<file path="src/hbcds_params.svh">
// Constants for the H-bridge control, diagnosis and serial block
`ifndef HBCDS_PARAMS_SVH
`define HBCDS_PARAMS_SVH

`define HBCDS_CLK_NS 20
`define HBCDS_T_BLANK_NS 6000
`define HBCDS_T_FILT_NS 2000
`define HBCDS_T_TRANS_NS 10000
`define HBCDS_BLANK_CYC ((`HBCDS_T_BLANK_NS + `HBCDS_CLK_NS - 1) / `HBCDS_CLK_NS)
`define HBCDS_FILT_CYC ((`HBCDS_T_FILT_NS + `HBCDS_CLK_NS - 1) / `HBCDS_CLK_NS)
`define HBCDS_TRANS_CYC ((`HBCDS_T_TRANS_NS + `HBCDS_CLK_NS - 1) / `HBCDS_CLK_NS)
`define HBCDS_OL_EVENTS 3'h5
`define HBCDS_FW_CLEAR 3'h5

`define HBCDS_FAULT_RESET 8'hDF
`define HBCDS_CTRL_RESET 5'h00
`define HBCDS_REV_TOP 4'h2
`define HBCDS_CODE_NONE 4'hF
`define HBCDS_CODE_OPEN 4'hC
`define HBCDS_CODE_UNDERV 4'h3

`define HBCDS_CTRL_PROBE_OFF 4
`define HBCDS_CTRL_SEL 3
`define HBCDS_CTRL_EN 2
`define HBCDS_CTRL_ROT 1
`define HBCDS_CTRL_DUTY 0

`define HBCDS_CMD_RD_FAULT 3'h0
`define HBCDS_CMD_CLR_FAULT 3'h4
`define HBCDS_CMD_RD_VER 3'h1
`define HBCDS_CMD_RD_CTRL 3'h3
`define HBCDS_CMD_WR_CTRL 3'h7
`define HBCDS_CMD_WR_RD_FAULT 3'h6

`define HBCDS_ADDR_STATUS 12'h000
`define HBCDS_ADDR_CLEAR 12'h004

`endif

</file>
<file path="src/hbcds_pkg.sv">
// Types shared by the H-bridge control, diagnosis and serial block
package hbcds_pkg;

	typedef struct packed {
		logic bridge_off_input;
		logic duty;
		logic rotation;
		logic sclk;
		logic frame_select_n;
		logic serial_in;
		logic logic_out_supply;
		logic [1:0] over_limit;
		logic [1:0] short_high;
		logic [1:0] short_low;
		logic overheat_trip;
		logic overheat_cool;
		logic undervoltage;
		logic leg_a_high;
		logic freewheel_seen;
	} hbcds_pin_s;

	typedef struct packed {
		logic high_switch_a;
		logic low_switch_a;
		logic high_switch_b;
		logic low_switch_b;
	} hbcds_gate_s;

	typedef enum logic [2:0] {
		HBCDS_SS_IDLE = 3'b001,
		HBCDS_SS_FLAG = 3'b010,
		HBCDS_SS_SHIFT = 3'b100
	} hbcds_ser_e;

	typedef enum logic [1:0] {
		HBCDS_RESP_VER = 2'h0,
		HBCDS_RESP_FAULT = 2'h1,
		HBCDS_RESP_CTRL = 2'h2
	} hbcds_resp_e;

endpackage : hbcds_pkg

</file>
<file path="src/hbcds_sync.sv">
// Three-stage input synchroniser with agreement filter
`timescale 1ns/1ps
module hbcds_sync #(
	parameter int W = 1
) (
	// Clock and reset
	input wire logic sys_clk,
	input wire logic resetn,
	input wire logic ce,
	// Data
	input wire logic [W-1:0] d,
	output logic [W-1:0] q
);
	logic [W-1:0] s1_r;
	logic [W-1:0] s2_r;
	logic [W-1:0] s3_r;
	logic [W-1:0] q_r;
	logic [W-1:0] agree;

	assign agree = ~(s2_r ^ s3_r);
	assign q = q_r;

	always_ff @(posedge sys_clk or negedge resetn) begin
		if (!resetn) begin
			s1_r <= '0;
			s2_r <= '0;
			s3_r <= '0;
			q_r <= '0;
		end else if (ce) begin
			s1_r <= d;
			s2_r <= s1_r;
			s3_r <= s2_r;
			q_r <= (agree & s3_r) | (~agree & q_r);
		end
	end
endmodule : hbcds_sync

</file>
<file path="src/hbcds_top.sv">
// H-bridge leg control, protection, diagnosis and serial slave
//
// Design decisions made here: the address map and the APB interface to the registers.
`timescale 1ns/1ps
`include "hbcds_params.svh"

module hbcds_top #(
	parameter int CW = 12,
	parameter logic [3:0] REV_CODE = 4'h1
) (
	// Clock and reset
	input wire logic sys_clk,
	input wire logic resetn,
	input wire logic ce,
	// APB slave
	input wire logic psel,
	input wire logic penable,
	input wire logic pwrite,
	input wire logic [11:0] paddr,
	input wire logic [31:0] pwdata,
	output logic pready,
	output logic pslverr,
	output logic [31:0] prdata,
	// Pins and analog indications
	input wire hbcds_pkg::hbcds_pin_s pins,
	// Switch gates and probe
	output hbcds_pkg::hbcds_gate_s gate,
	output logic probe_on,
	// Serial output
	output logic serial_out,
	output logic serial_out_oe
);
	import hbcds_pkg::*;

	// REV_CODE default is arbitrary

	// ****************************************
	// Input synchronisation
	// ****************************************
	// Select idles high: sync resets to idle, no false frame
	localparam hbcds_pin_s PIN_IDLE = '{frame_select_n: 1'b1, default: '0};

	hbcds_pin_s ps;
	logic [$bits(hbcds_pin_s)-1:0] ps_bits;
	logic [$bits(hbcds_pin_s)-1:0] sync_in;

	assign sync_in = pins ^ PIN_IDLE;

	hbcds_sync #(.W($bits(hbcds_pin_s))) u_sync (
		.sys_clk(sys_clk),
		.resetn(resetn),
		.ce(ce),
		.d(sync_in),
		.q(ps_bits)
	);
	assign ps = hbcds_pin_s'(ps_bits ^ PIN_IDLE);

	// ****************************************
	// State
	// ****************************************
	hbcds_gate_s gate_r;
	hbcds_gate_s gate_nxt;
	logic probe_r;
	logic [4:0] ctrl_r;
	logic [2:0] ctrl_cmd_r;
	logic [2:0] pin_prev_r;
	logic off_prev_r;
	logic rot_prev_r;
	logic duty_prev_r;
	logic sclk_prev_r;
	logic sel_prev_r;
	logic [3:0] short_r;
	logic [CW-1:0] short_cnt_r [4];
	logic [1:0] chop_r;
	logic [CW-1:0] lim_cnt_r [2];
	logic [CW-1:0] trans_cnt_r [2];
	logic cl_flag_r;
	logic ot_r;
	logic fw_phase_r;
	logic [2:0] ol_cnt_r;
	logic [2:0] fw_cnt_r;
	hbcds_ser_e ser_r;
	hbcds_resp_e resp_r;
	logic [7:0] tx_r;
	logic [7:0] rx_r;
	logic so_r;
	logic so_oe_r;
	logic pready_r;
	logic pslverr_r;
	logic [31:0] prdata_r;

	// ****************************************
	// Effective control
	// ****************************************
	logic [2:0] pin_now;
	logic pins_zero;
	logic pin_chg;
	logic ser_drive;
	logic off_eff;
	logic duty_eff;
	logic rot_eff;
	logic stop_all;
	logic fault_flag;
	logic off_rise;
	logic rot_chg;
	logic probe_off;

	assign pin_now = {ps.bridge_off_input, ps.duty, ps.rotation};
	assign pins_zero = (pin_now == 3'h0);
	assign pin_chg = (pin_now != pin_prev_r);
	assign ser_drive = ctrl_r[`HBCDS_CTRL_SEL];
	assign probe_off = ctrl_r[`HBCDS_CTRL_PROBE_OFF];
	assign off_eff = ser_drive ? ~ctrl_r[`HBCDS_CTRL_EN] : ps.bridge_off_input;
	assign duty_eff = ser_drive ? ctrl_r[`HBCDS_CTRL_DUTY] : ps.duty;
	assign rot_eff = ser_drive ? ctrl_r[`HBCDS_CTRL_ROT] : ps.rotation;
	assign off_rise = off_eff & ~off_prev_r;
	assign rot_chg = rot_eff ^ rot_prev_r;
	assign stop_all = off_eff | (|short_r) | ot_r | ps.undervoltage | ~ps.logic_out_supply;
	assign fault_flag = stop_all;

	// ****************************************
	// Leg decode
	// ****************************************
	always_comb begin
		gate_nxt.high_switch_a = ~stop_all & rot_eff;
		gate_nxt.high_switch_b = ~stop_all & ~rot_eff;
		gate_nxt.low_switch_b = ~stop_all & duty_eff & rot_eff & ~chop_r[0];
		gate_nxt.low_switch_a = ~stop_all & duty_eff & ~rot_eff & ~chop_r[1];
	end

	// ****************************************
	// Short detection
	// ****************************************
	logic [3:0] sw_on;
	logic [3:0] short_in;
	logic [3:0] short_set;
	logic fault_clr;
	logic cmd_clr;
	logic apb_clr;

	assign sw_on = {gate_r.low_switch_b, gate_r.low_switch_a, gate_r.high_switch_b, gate_r.high_switch_a};
	assign short_in = {ps.short_low, ps.short_high};
	assign fault_clr = cmd_clr | apb_clr | off_rise | ~ps.logic_out_supply;

	genvar gi;
	generate
		for (gi = 0; gi < 4; gi++) begin : g_short
			logic hit;
			assign hit = short_in[gi] & sw_on[gi];
			assign short_set[gi] = hit && (short_cnt_r[gi] >= CW'(`HBCDS_FILT_CYC - 1));
			always_ff @(posedge sys_clk or negedge resetn) begin
				if (!resetn) begin
					short_cnt_r[gi] <= '0;
					short_r[gi] <= 1'b0;
				end else if (ce) begin
					short_cnt_r[gi] <= hit ? short_cnt_r[gi] + CW'(1) : '0;
					short_r[gi] <= short_set[gi] | (short_r[gi] & ~fault_clr);
				end
			end
		end
	endgenerate

	// ****************************************
	// Chopper current limit
	// ****************************************
	logic [1:0] hs_on;

	assign hs_on = {gate_r.high_switch_b, gate_r.high_switch_a};

	generate
		for (gi = 0; gi < 2; gi++) begin : g_chop
			logic over;
			logic want;
			logic move;
			assign over = ps.over_limit[gi] & hs_on[gi];
			assign want = over && (lim_cnt_r[gi] >= CW'(`HBCDS_BLANK_CYC));
			assign move = (want != chop_r[gi]) && (trans_cnt_r[gi] == '0);
			always_ff @(posedge sys_clk or negedge resetn) begin
				if (!resetn) begin
					lim_cnt_r[gi] <= '0;
					trans_cnt_r[gi] <= '0;
					chop_r[gi] <= 1'b0;
				end else if (ce) begin
					if (!over) begin
						lim_cnt_r[gi] <= '0;
					end else if (lim_cnt_r[gi] < CW'(`HBCDS_BLANK_CYC)) begin
						lim_cnt_r[gi] <= lim_cnt_r[gi] + CW'(1);
					end
					if (move) begin
						chop_r[gi] <= want;
						trans_cnt_r[gi] <= CW'(`HBCDS_TRANS_CYC - 1);
					end else if (trans_cnt_r[gi] != '0) begin
						trans_cnt_r[gi] <= trans_cnt_r[gi] - CW'(1);
					end
				end
			end
		end
	endgenerate

	// ****************************************
	// Open load in on and off state
	// ****************************************
	logic duty_rise;
	logic duty_fall;
	logic switching;
	logic ol_on;
	logic ol_off;

	assign switching = ~stop_all;
	assign duty_rise = switching & duty_eff & ~duty_prev_r;
	assign duty_fall = switching & ~duty_eff & duty_prev_r;
	assign ol_on = (ol_cnt_r >= `HBCDS_OL_EVENTS);
	assign ol_off = off_eff & probe_r & ps.leg_a_high;

	always_ff @(posedge sys_clk or negedge resetn) begin
		if (!resetn) begin
			fw_phase_r <= 1'b0;
			ol_cnt_r <= 3'h0;
			fw_cnt_r <= 3'h0;
		end else if (ce) begin
			if (duty_fall) begin
				fw_phase_r <= 1'b0;
			end else if (!duty_eff && ps.freewheel_seen) begin
				fw_phase_r <= 1'b1;
			end
			if (rot_chg || !switching) begin
				ol_cnt_r <= 3'h0;
				fw_cnt_r <= 3'h0;
			end else if (duty_rise && !fw_phase_r) begin
				ol_cnt_r <= ol_on ? ol_cnt_r : ol_cnt_r + 3'h1;
				fw_cnt_r <= 3'h0;
			end else if (duty_rise) begin
				fw_cnt_r <= (fw_cnt_r >= `HBCDS_FW_CLEAR - 3'h1) ? 3'h0 : fw_cnt_r + 3'h1;
				if (fw_cnt_r >= `HBCDS_FW_CLEAR - 3'h1) begin
					ol_cnt_r <= 3'h0;
				end
			end
		end
	end

	// ****************************************
	// Fault byte
	// ****************************************
	function automatic logic [7:0] fault_byte_f(input logic en, input logic ot, input logic cl,
		input logic [3:0] sc, input logic uv, input logic ol);
		logic [3:0] code;
		code = `HBCDS_CODE_NONE;
		if (|sc) begin
			code = ~{sc[3], sc[1], sc[2], sc[0]};
		end else if (uv) begin
			code = `HBCDS_CODE_UNDERV;
		end else if (ol) begin
			code = `HBCDS_CODE_OPEN;
		end
		fault_byte_f = {en, ~ot, 1'b0, ~cl, code};
	endfunction : fault_byte_f

	logic [7:0] fault_byte;
	logic ol_any;

	assign ol_any = ~probe_off & (ol_off | (~off_eff & ol_on));
	assign fault_byte = fault_byte_f(~off_eff, ot_r, cl_flag_r, short_r, ps.undervoltage, ol_any);

	// ****************************************
	// Serial slave
	// ****************************************
	logic sel_fall;
	logic sel_rise;
	logic sclk_rise;
	logic sclk_fall;
	logic [2:0] cmd;
	logic [7:0] resp_byte;
	logic frame_end;

	assign sel_fall = ~ps.frame_select_n & sel_prev_r;
	assign sel_rise = ps.frame_select_n & ~sel_prev_r;
	assign sclk_rise = ps.sclk & ~sclk_prev_r;
	assign sclk_fall = ~ps.sclk & sclk_prev_r;
	assign frame_end = sel_rise && (ser_r != HBCDS_SS_IDLE);
	assign cmd = rx_r[7:5];
	assign cmd_clr = frame_end && (cmd == `HBCDS_CMD_CLR_FAULT);
	assign resp_byte = (resp_r == HBCDS_RESP_VER) ? {`HBCDS_REV_TOP, REV_CODE} :
		(resp_r == HBCDS_RESP_CTRL) ? {ctrl_cmd_r, ctrl_r} : fault_byte;

	always_ff @(posedge sys_clk or negedge resetn) begin
		if (!resetn) begin
			ser_r <= HBCDS_SS_IDLE;
			tx_r <= 8'h00;
			rx_r <= 8'h00;
			so_r <= 1'b0;
			so_oe_r <= 1'b0;
		end else if (ce) begin
			if (sel_fall) begin
				ser_r <= HBCDS_SS_FLAG;
				tx_r <= resp_byte;
				so_oe_r <= 1'b1;
				so_r <= fault_flag | ps.serial_in;
			end else begin
				unique case (ser_r)
					HBCDS_SS_IDLE: begin
						so_oe_r <= 1'b0;
					end
					HBCDS_SS_FLAG: begin
						if (sclk_rise) begin
							so_r <= tx_r[7];
							tx_r <= {tx_r[6:0], 1'b0};
							ser_r <= HBCDS_SS_SHIFT;
						end else begin
							so_r <= fault_flag | ps.serial_in;
						end
					end
					HBCDS_SS_SHIFT: begin
						if (sclk_rise) begin
							so_r <= tx_r[7];
							tx_r <= {tx_r[6:0], rx_r[0]};
						end
					end
				endcase
				if (sclk_fall && ser_r != HBCDS_SS_IDLE) begin
					rx_r <= {rx_r[6:0], ps.serial_in};
				end
				if (frame_end) begin
					ser_r <= HBCDS_SS_IDLE;
					so_oe_r <= 1'b0;
				end
			end
		end
	end

	// ****************************************
	// Command execution and control
	// ****************************************
	logic wr_ctrl;

	assign wr_ctrl = frame_end && (cmd == `HBCDS_CMD_WR_CTRL || cmd == `HBCDS_CMD_WR_RD_FAULT);

	always_ff @(posedge sys_clk or negedge resetn) begin
		if (!resetn) begin
			resp_r <= HBCDS_RESP_VER;
			ctrl_r <= `HBCDS_CTRL_RESET;
			ctrl_cmd_r <= 3'h0;
		end else if (ce) begin
			if (frame_end) begin
				unique case (cmd)
					`HBCDS_CMD_RD_VER: resp_r <= HBCDS_RESP_VER;
					`HBCDS_CMD_RD_CTRL, `HBCDS_CMD_WR_CTRL: resp_r <= HBCDS_RESP_CTRL;
					default: resp_r <= HBCDS_RESP_FAULT;
				endcase
			end
			if (wr_ctrl) begin
				ctrl_cmd_r <= cmd;
			end
			if (pin_chg) begin
				ctrl_r[`HBCDS_CTRL_SEL] <= 1'b0;
			end else if (wr_ctrl) begin
				ctrl_r <= {rx_r[4], rx_r[3] & pins_zero, rx_r[2:0]};
			end
			if (pin_chg && wr_ctrl) begin
				ctrl_r[4] <= rx_r[4];
				ctrl_r[2:0] <= rx_r[2:0];
			end
		end
	end

	// ****************************************
	// Protection flags and outputs
	// ****************************************
	always_ff @(posedge sys_clk or negedge resetn) begin
		if (!resetn) begin
			gate_r <= '0;
			probe_r <= 1'b0;
			ot_r <= 1'b0;
			cl_flag_r <= 1'b0;
			pin_prev_r <= 3'h0;
			off_prev_r <= 1'b0;
			rot_prev_r <= 1'b0;
			duty_prev_r <= 1'b0;
			sclk_prev_r <= 1'b0;
			sel_prev_r <= 1'b1;
		end else if (ce) begin
			gate_r <= gate_nxt;
			probe_r <= off_eff & ~probe_off;
			ot_r <= ps.overheat_trip | (ot_r & ~ps.overheat_cool);
			cl_flag_r <= (|chop_r) | (cl_flag_r & ~rot_chg);
			pin_prev_r <= pin_now;
			off_prev_r <= off_eff;
			rot_prev_r <= rot_eff;
			duty_prev_r <= duty_eff;
			sclk_prev_r <= ps.sclk;
			sel_prev_r <= ps.frame_select_n;
		end
	end

	assign gate = gate_r;
	assign probe_on = probe_r;
	assign serial_out = so_r;
	assign serial_out_oe = so_oe_r;

	// ****************************************
	// APB slave
	// ****************************************
	logic apb_setup;
	logic apb_done;
	logic addr_status;
	logic addr_clear;

	assign apb_setup = psel & ~penable;
	assign apb_done = psel & penable & pready_r;
	assign addr_status = (paddr == `HBCDS_ADDR_STATUS);
	assign addr_clear = (paddr == `HBCDS_ADDR_CLEAR);
	assign apb_clr = apb_done & pwrite & addr_clear & pwdata[0];

	always_ff @(posedge sys_clk or negedge resetn) begin
		if (!resetn) begin
			pready_r <= 1'b0;
			pslverr_r <= 1'b0;
			prdata_r <= 32'h0000_0000;
		end else if (ce) begin
			pready_r <= apb_setup;
			if (apb_setup) begin
				pslverr_r <= ~(addr_status | addr_clear) | (pwrite & addr_status);
				prdata_r <= (!pwrite && addr_status) ?
					{8'h00, sw_on, ser_r == HBCDS_SS_IDLE, ot_r, |chop_r, ser_drive, ctrl_cmd_r, ctrl_r, fault_byte} :
					32'h0000_0000;
			end else if (apb_done) begin
				pslverr_r <= 1'b0;
				prdata_r <= 32'h0000_0000;
			end
		end
	end

	assign pready = pready_r;
	assign pslverr = pslverr_r;
	assign prdata = prdata_r;
endmodule : hbcds_top

</file>
<file path="config.mk">
export PLATFORM = sky130hd
export DESIGN_NAME = hbcds_top
export DESIGN_NICKNAME = d
export VERILOG_FILES = /design/src/hbcds_pkg.sv /design/src/hbcds_sync.sv /design/src/hbcds_top.sv
export VERILOG_INCLUDE_DIRS = /design/src
export SDC_FILE = /design/constraint.sdc
export NUM_CORES = 1
export LEC_CHECK = 0
export CORE_MARGIN = 3
export CORE_UTILIZATION = 30
export CTS_BUF_LIST = sky130_fd_sc_hd__clkbuf_16
export CTS_CLUSTER_DIAMETER = 200
export DETAILED_ROUTE_END_ITERATION = 16
export DONT_BUFFER_PORTS = 1
export SKIP_CTS_REPAIR_TIMING = 1
export SYNTH_ARGS = -nofsm -noshare
export SYNTH_HDL_FRONTEND = slang
export SYNTH_SLANG_ARGS = --single-unit
export TNS_END_PERCENT = 20
</file>
<file path="constraint.sdc">
create_clock -name sys_clk -period 2.3 [get_ports sys_clk]
set_input_delay 0.115 -clock sys_clk [delete_from_list [all_inputs] [get_ports sys_clk]]
set_output_delay 0.115 -clock sys_clk [all_outputs]
set_load 0.01 [all_outputs]
</file>
Yosys cells after proc, flatten, opt, wreduce, memory -nomap -nowiden
Cells that the tools add are included.
Operators by class
  $add $sub $neg: 10
  $lt $le $gt $ge: 10
  equal/unequal tests: 20
  muxes and demuxes: 58
  bitwise operators: 89
  reduce and logical (&&, ||, !) cells: 62
Operators by type and width (number)
  12-bit two-way mux: 12
  12-bit by 1-bit adder with 12-bit output (second input constant): 6
  32-bit two-way mux: 2
  12-bit by 7-bit greater-or-equal comparator with 1-bit output (second input constant): 4
  3-bit two-way mux: 15
  1-bit AND: 40
  8-bit two-way mux: 5
  18-bit AND: 2
  12-bit logical NOT: 3
  18-bit inverter: 2
  2-bit AND reduction: 13
  12-bit by 9-bit greater-or-equal comparator with 1-bit output (second input constant): 2
  12-bit by 9-bit less-than comparator with 1-bit output (second input constant): 2
  24-bit two-way mux: 1
  1-bit inverter: 24
  12-bit nonzero test: 2
  12-bit by 1-bit subtractor with 12-bit output (second input constant): 2
  18-bit OR: 1
  3-bit nonzero test: 6
  18-bit bitwise XOR: 1
  1-bit OR: 17
  1-bit logical AND: 16
  1-bit two-way mux: 16
  8-bit one-hot mux with 2 select lines: 1
  28 further kinds: 54
Word-level totals
  register bits after elaboration: 261
  input port bits: 68
  output and inout port bits: 41
  logic and storage cells: 295

Depth between registers and ports, before layout
Gate-level depths: netlist of run 1.
  word-level depth: 12
  mapped depth: 8
  mapped depth without buffers: 7

By module
A second synthesis of run 1 with hierarchy kept.
Unflattened totals
  cell total of the unflattened synthesis: 1066
  area, all modules: 11629.9 µm²
Modules (own cells, without submodules)
  hbcds_top: times used 1, cells each 876, area each 8708.4 µm², sequential area each 4481.8 µm²
  hbcds_sync: times used 1, cells each 190, area each 2921.6 µm², sequential area each 1801.7 µm²

Least setup slack after synthesis of run 1
No wires, ideal clock.
  path kind: register to register
  from: register lim_cnt_r[22] in the netlist's numbering
  to: register lim_cnt_r[18] in the netlist's numbering
  library setup time: 0.119 ns
  arrival time: 1.859 ns
  data required time: 2.181 ns
  slack: 0.323 ns
  stages on the path, launching flop included: 7
  buffers on the path: 1
  clock period less this slack: 1.977 ns
  path through: dfrtp_1 -> or3_4 -> a2111oi_4 -> o21ai_2 -> buf_6 -> o31a_1 -> o21a_1
Between the ends
  word-level cells in the longest chain between the ends: 3
Ends and longest elaborated chain
  from (decl): RTL line hbcds_top.sv:75  | logic [CW-1:0] lim_cnt_r [2];
  from (signal, indexed assignment): RTL line hbcds_top.sv:187  | lim_cnt_r[gi] <= lim_cnt_r[gi] + CW'(1);
  12-bit by 9-bit less-than comparator with 1-bit output: RTL line hbcds_top.sv:186  | end else if (lim_cnt_r[gi] < CW'(`HBCDS_BLANK_CYC)) begin
  2-bit by 1-bit != test with 1-bit output (no source line)
  2-bit AND reduction (no source line)
Every way passes these cells.
A chain may end at the register's enable or synchronous reset.

Final worst setup path of run 1
  from: register ctrl_r[3]
  to: register gate_r (netlist bit gate[2])
Between the ends
  word-level cells in the longest chain between the ends: 9
  elaborated cells on any way between the ends: 12
  classes of those cells: 3 x mux; 9 x bitwise
Ends and longest elaborated chain
  from (decl): RTL line hbcds_top.sv:64  | logic [4:0] ctrl_r;
  from (signal assigned): RTL line hbcds_top.sv:340  | ctrl_r <= `HBCDS_CTRL_RESET;
  from (signal assigned): RTL line hbcds_top.sv:356  | ctrl_r <= {rx_r[4], rx_r[3] & pins_zero, rx_r[2:0]};
  1-bit two-way mux: RTL line hbcds_top.sv:113  | assign off_eff = ser_drive ? ~ctrl_r[`HBCDS_CTRL_EN] : ps.bridge_off_input;
  1-bit OR (4 in series): RTL line hbcds_top.sv:118  | assign stop_all = off_eff | (|short_r) | ot_r | ps.undervoltage | ~ps.logic_out_supply;
  1-bit inverter: RTL line hbcds_top.sv:128  | gate_nxt.low_switch_a = ~stop_all & duty_eff & ~rot_eff & ~chop_r[1];
  1-bit AND: RTL line hbcds_top.sv:128
  1-bit AND * (2 in series): RTL line hbcds_top.sv:128
  to (signal assigned): RTL line hbcds_top.sv:381  | gate_r <= gate_nxt;
  to (decl): RTL line hbcds_top.sv:61  | hbcds_gate_s gate_r;
Mark *: on every way between the ends. The rest lies on a longest branch, timed or not.

==> results.sh, run 1 <==
export IMPL_status="finished, violations left"
export IMPL_violations="hold timing"
export IMPL_synthArstFlopShare_pct=100
export IMPL_die_area_um2=40900
export IMPL_postSynthCellCount=1113
export IMPL_yosysSeqAreaShare_pct=54.3
export IMPL_rsz0062_at_grt="false"
export IMPL_cts_root_buf="clkbuf_16"
export IMPL_cts_buffer_depth=3
export IMPL_finalSetupViolCount=0
export IMPL_cp_required_ns=2.77
export IMPL_p_leak_uw=0.00589
export IMPL_post_route_min_period_ns=2.17
export IMPL_firstDrtPassIters=5
export IMPL_cts_tree="yes"
export IMPL_skew_ns=0.0146
export IMPL_area_growth_pct=17.1
export IMPL_worst_setup_path_type="register to register"
export IMPL_finalMaxSlewViolations=0
export IMPL_syn_avg_cell_area_um2=10.4
export IMPL_rows=71
export IMPL_synthAdderAreaFrac_pct=1.51
export IMPL_power_switching_uw=3600
export IMPL_grt_pass1_wl_mm=41.9
export IMPL_reg2reg_slack_ns=0.13
export IMPL_seqPwrFrac_pct=49.8
export IMPL_max_cap_viol_count=0
export IMPL_synthMuxAreaShare_pct=6.76
export IMPL_fin_crit_sh_pct=94.6
export IMPL_comb_power_share_pct=17.3
export IMPL_synthXorXnorAreaFrac_pct=3.26
export IMPL_nets=1261
export IMPL_hold_violations=256
export IMPL_cp_start_kind="register"
export IMPL_crit_path_top_delay_cell="dlygate4sd3_1"
export IMPL_drt_initial_drc_count=523
export IMPL_clk_latency_ns=0.53
export IMPL_fin_setup_tns_ns=0
export IMPL_drc=0
export IMPL_reg2reg_to="gate[2]"
export IMPL_synth_top_family_by_area="simple AND/OR/NAND/NOR gates"
export IMPL_drtAntennaViolNets=0
export IMPL_vias=8536
export IMPL_synth_edf_count=0
export IMPL_relSlewSlack_pct=46.2
export IMPL_post_route_util_pct=35.8
export IMPL_hp_class="input port to asynchronous set/reset pin"
export IMPL_gp_congestion=0.802
export IMPL_layout_common_cells="dfrtp_1 (249), o21ai_0 (117), nand2_1 (113)"
export IMPL_drive_gt1_share_pct=12.5
export IMPL_reg2regPathDepth=6
export IMPL_antennaDiodeCount=0
export IMPL_synth_seq_cells=251
export IMPL_antenna_found_initial=0
export IMPL_use_met1_pct=18.7
export IMPL_path_clk_slew_ns=0.07
export IMPL_max_stage_delay_ns=0.56
export IMPL_finalHoldWorstSlack_ns=-0.715
export IMPL_met3_usage_pct=2.87
export IMPL_die_h_um=202
export IMPL_grt_max_degree=252
export IMPL_synth_compound_area_share_pct=14.4
export IMPL_switching_share_pct=30.1
export IMPL_initial_core_util_pct=30.6
export IMPL_synth_distinct_cells=77
export IMPL_end_kind="register"
export IMPL_die_w_um=202
export IMPL_cts_sinks=251
export IMPL_wl_per_cell_um=15.6
export IMPL_synth_simple_area_share_pct=15.7
export IMPL_arrival_ns=2.65
export IMPL_io_buffers=0
export IMPL_grt_util_met2_pct=17.8
export IMPL_power_uw=12000
export IMPL_p_int_uw=8380
export IMPL_track_usage_pct=12.3
export IMPL_peakVddDrop_uv=554
export IMPL_gr_total_overflow=0
export IMPL_hpwl_mm=17.1
export IMPL_tightest_slew_ns=0.807
export IMPL_pwr_density_cell_nw_per_um2=885
export IMPL_clkPwrFrac_pct=32.9
export IMPL_coreArea_um2=37800
export IMPL_fmaxAchievable_ghz=0.460
export IMPL_ios=109
export IMPL_vias_per_cell=5.00
export IMPL_synth_main_ff_cell="dfrtp_1"
export IMPL_r2r_start="ctrl_r[3]"
export IMPL_grt_pass1_vias=7753
export IMPL_path_cells="nor2b_1 > nor4b_2 > and2_1 > nand4_1 > o21ai_0 > dlygate4sd3_1"
export IMPL_routed_wl_mm=26.6
export IMPL_cts_made_buffers=26
export IMPL_grt_busiest_layer="met1"
export IMPL_critical_path_max_fanout=7
export IMPL_htree_levels=1
export IMPL_syn_area_um2=11600
export IMPL_final_common_cell="dfrtp_1"
export IMPL_synth_warnings=0
==> cells by family (layout without fill, tap and decap cells) <==
logic type                 after synthesis  in the layout
adders and majority gates               14             14
other                                    1              9
xor gates and xnor gates                43             43
and+or+nand+nor                        363            363
AOI/OAI and AO/OA                      267            267
DFF                                    251            251
muxes                                   70             70
buffers and inverters                  104            179
==> metrics by stage <==
step | setup slack [ns] | hold slack [ns] | instance area, um^2 | cells
global placement | 0.228 | -0.169 | 12200 | 1606
finish | 0.125 | -0.715 | 13500 | 1707
floorplan | 0.323 | -0.181 | 11600 | 1121
CTS | 0.179 | -0.738 | 13000 | 1651
global route | 0.0175 | -0.736 | 13500 | 1707
detailed placement | 0.171 | -0.168 | 12200 | 1606
==> power by group through the flow <==
stage                     sequential [uW]  clock (uW)  combinational, uW
final                                5970        3940               2070
after global routing                 6080        4250               2360
after CTS                            5950        4050               1880
after detailed placement             6020           0               1870
after global placement               5990           0               1800
after floorplan                      5680           0               1530
==> worst max-delay path, delay by kind of cell, from the launching register on <==
kind,cells,cell delay (ns)
AOI/OAI and AO/OA,1,0.07
DFF,1,0.49
buffers and inverters,1,0.56
and+or+nand+nor,4,1.00
==> synth_stat cells, types with 3 or more instances <==
library cell    n  area (um^2)
xor2_1         34          298
nor2_1         76          285
nand3_1        33          165
clkbuf_1       31          116
a21o_1          4         30.0
buf_4          10         75.1
o31ai_1        11         82.6
nand2b_1        3         18.8
a22o_1         18          158
nor3_1         24          120
o2bb2ai_1       8         70.1
nand4_1        21          131
and2_1          5         31.3
o211ai_1        8         60.1
o22ai_1         3         18.8
dfrtp_1       249         6230
a221oi_1        5         43.8
nor2b_1         7         43.8
nand2_1       113          424
o21ai_0       117          586
and3_1         10         62.6
inv_1          52          195
a21oi_1        56          280
mux2i_1         7         70.1
a311oi_1        3         26.3
buf_1           3         11.3
mux2_2         61          687
or4_1          12         90.1
buf_2           4         20.0
or2_2           6         37.5
nor4_1         13         81.3
o21a_1          3         22.5
or3_1          17          106
nor3b_1         4         30.0
ha_1           14          175
xnor2_1         9         78.8
a31oi_1         7         43.8
==> worst max path at each step <==
stage	from	endpoint	slack (ns)	cells after the start
floorplan	lim_cnt_r[22]	lim_cnt_r[18]	0.32	6
global placement	trans_cnt_r[12]	trans_cnt_r[20]	0.23	7
detailed placement	trans_cnt_r[12]	trans_cnt_r[20]	0.17	7
CTS	trans_cnt_r[13]	trans_cnt_r[20]	0.18	7
global route	ce	lim_cnt_r[5]	0.02	5
finish	ctrl_r[3]	gate[2]	0.13	6
==> registers in the layout, indices dropped and copies added (netlist names), 3 cells and up, named ones only <==
register and flops:
ctrl_cmd_r 3, ctrl_r 5, fw_cnt_r 3, gate 4, lim_cnt_r 24, ol_cnt_r 3
pin_prev_r 3, prdata 22, rx_r 8, ser_r 3, short_cnt_r 48, short_r 4
trans_cnt_r 24, tx_r 8, u_sync.s1_r 18, u_sync.s2_r 18, u_sync.s3_r 18
==> per-layer routing <==
layer  share of wire, %  vias to the layer above
met1                 49                     4205
met3                6.3                       37
met4                1.7                        0
met5                  0                        -
met2                 43                      210
li1                   -                     4084
==> final cells by class <==
cell class / instances / area, um^2
clock buffers: 27 / 676
clock inverters: 18 / 113
fillers: 3792 / 24300
inverters: 53 / 199
multi-input cells: 766 / 4870
flip-flops and latches: 251 / 6280
well taps: 511 / 639
repair buffers: 81 / 766
(Power assumes the default switching activity.)
==> run 2: changes to the inputs <==
- clock period: 2.3 -> 2.69 ns (I/O delays scaled with it)
==> run 2 against run 1 <==
The run still ends with hold timing left; via count is 1.3% lower; routed wire length is 0.49% lower; utilization is 0.60 points lower; clock skew is 0.0084 ns lower; largest power group unchanged; sequential share of layout area is 0.79 points higher; critical path type is now input port to register; sequential power is 14% lower; hold slack better by 0.020 ns; combinational power is 21% lower; largest cell class unchanged.
==> results.sh, run 2 (same netlist as run 1, synthesis figures left out) <==
export IMPL_largest_reg_flops=48
export IMPL_routed_wl_mm=26.5
export IMPL_htree_levels=1
export IMPL_wl_per_cell_um=15.8
export IMPL_arrival_ns=2.88
export IMPL_relSlewSlack_pct=35.7
export IMPL_cts_made_buffers=26
export IMPL_antennaDiodeCount=0
export IMPL_antenna_found_initial=0
export IMPL_hp_class="input port to asynchronous set/reset pin"
export IMPL_path_clk_slew_ns=0.06
export IMPL_die_h_um=202
export IMPL_gr_total_overflow=0
export IMPL_finalSetupViolCount=0
export IMPL_reg2regPathDepth=5
export IMPL_largest_register="short_cnt_r"
export IMPL_rows=71
export IMPL_grt_max_degree=252
export IMPL_hold_violations=252
export IMPL_final_common_cell="dfrtp_1"
export IMPL_violations="hold timing"
export IMPL_post_route_min_period_ns=2.50
export IMPL_finalMaxSlewViolations=0
export IMPL_coreArea_um2=37800
export IMPL_fmaxAchievable_ghz=0.401
export IMPL_drc=0
export IMPL_tightest_slew_ns=0.961
export IMPL_layout_common_cells="dfrtp_1 (249), o21ai_0 (117), nand2_1 (113)"
export IMPL_firstDrtPassIters=5
export IMPL_clk_latency_ns=0.54
export IMPL_peakVddDrop_uv=471
export IMPL_die_area_um2=40900
export IMPL_area_growth_pct=15.2
export IMPL_worst_setup_path_type="input port to register"
export IMPL_cts_buffer_depth=3
export IMPL_fin_crit_sh_pct=92.8
export IMPL_r2r_start="lim_cnt_r[22]"
export IMPL_io_buffers=0
export IMPL_hpwl_mm=16.8
export IMPL_max_cap_viol_count=0
export IMPL_drive_gt1_share_pct=11.5
export IMPL_vias_per_cell=5.02
export IMPL_initial_core_util_pct=30.6
export IMPL_die_w_um=202
export IMPL_post_route_util_pct=35.2
export IMPL_cts_root_buf="clkbuf_16"
export IMPL_gp_congestion=0.795
export IMPL_fin_setup_tns_ns=0
export IMPL_p_leak_uw=0.00577
export IMPL_reg_largest_list="short_cnt_r: 48 flops, lim_cnt_r: 24 flops, trans_cnt_r: 24 flops"
export IMPL_startpoint="ce"
export IMPL_nets=1230
export IMPL_vias=8421
export IMPL_power_uw=10300
export IMPL_grt_pass1_vias=7632
export IMPL_cts_sinks=251
export IMPL_end_kind="register"
export IMPL_grt_pass1_wl_mm=41.3
export IMPL_drtAntennaViolNets=0
export IMPL_finalHoldWorstSlack_ns=-0.695
export IMPL_pwr_density_cell_nw_per_um2=776
export IMPL_drt_initial_drc_count=415
export IMPL_ios=109
export IMPL_track_usage_pct=12.1
export IMPL_cp_start_kind="input port"
export IMPL_skew_ns=0.00625
export IMPL_cp_required_ns=3.07
export IMPL_rsz0062_at_grt="false"
export IMPL_cts_tree="yes"
export IMPL_critical_path_max_fanout=30
export IMPL_status="finished, violations left"
==> run 2: changes by cell type in the layout (fill, tap and decap cells not counted) <==
cell           delta
clkinv_1          -2
clkinvlp_4        -2
bufinv_16         +2
nor4b_2           +1
nor4b_4           -1
dlygate4sd3_1    -13
buf_4            -18
clkinv_2          +2
==> run 2: final cells by class <==
class | count | area (um^2)
Clock buffer | 27 | 676
Clock inverter | 18 | 160
Fill cell | 3791 | 24500
Inverter | 53 | 199
Multi-Input combinational cell | 766 | 4860
Sequential cell | 251 | 6280
Tap cell | 511 | 639
Timing Repair Buffer | 50 | 500
==> run 2: critical path: stages <==
cell	delay, ns
dlygate4sd3_1	1.16
inv_2	0.40
buf_4	0.37
a21oi_1	0.65
nor2_1	0.12
==> run 2: report_power, final <==
| part | internal (uW) | switching [uW] | total [uW] | leakage (uW) |
|---|---|---|---|---|
| Clock | 2090 | 1490 | 3590 | 0.000437 |
| Combinational | 787 | 853 | 1640 | 0.00211 |
| Sequential | 4390 | 722 | 5110 | 0.00323 |
| Total | 7270 | 3070 | 10300 | 0.00577 |
==> run 2: metrics by stage <==
step	area, um^2	setup slack [ns]	std cells
2_1_floorplan	11600	0.713	1121
3_3_place_gp	12000	0.547	1588
3_5_place_dp	12000	0.552	1588
4_1_cts	12900	0.546	1633
5_1_grt	13300	0.0335	1676
6_report	13300	0.195	1676
==> run 2: routing by layer <==
metal  part of all wire, %  track usage, %
met1                    49            18.0
met2                    44            18.1
met3                   5.7            2.53
met4                   1.8            2.80
met5                     0               0
==> run 2: final timing paths <==
kind,endpoint,slack [ns]
setup / recovery,short_cnt_r[15],0.19
hold / removal,short_cnt_r[7],-0.70
setup reg to reg,lim_cnt_r[16],0.53
hold reg to reg,tx_r[3],0.49
max in group asynchronous,asynchronous set/reset pin,2.84
min in group sys_clk,short_cnt_r[27],0
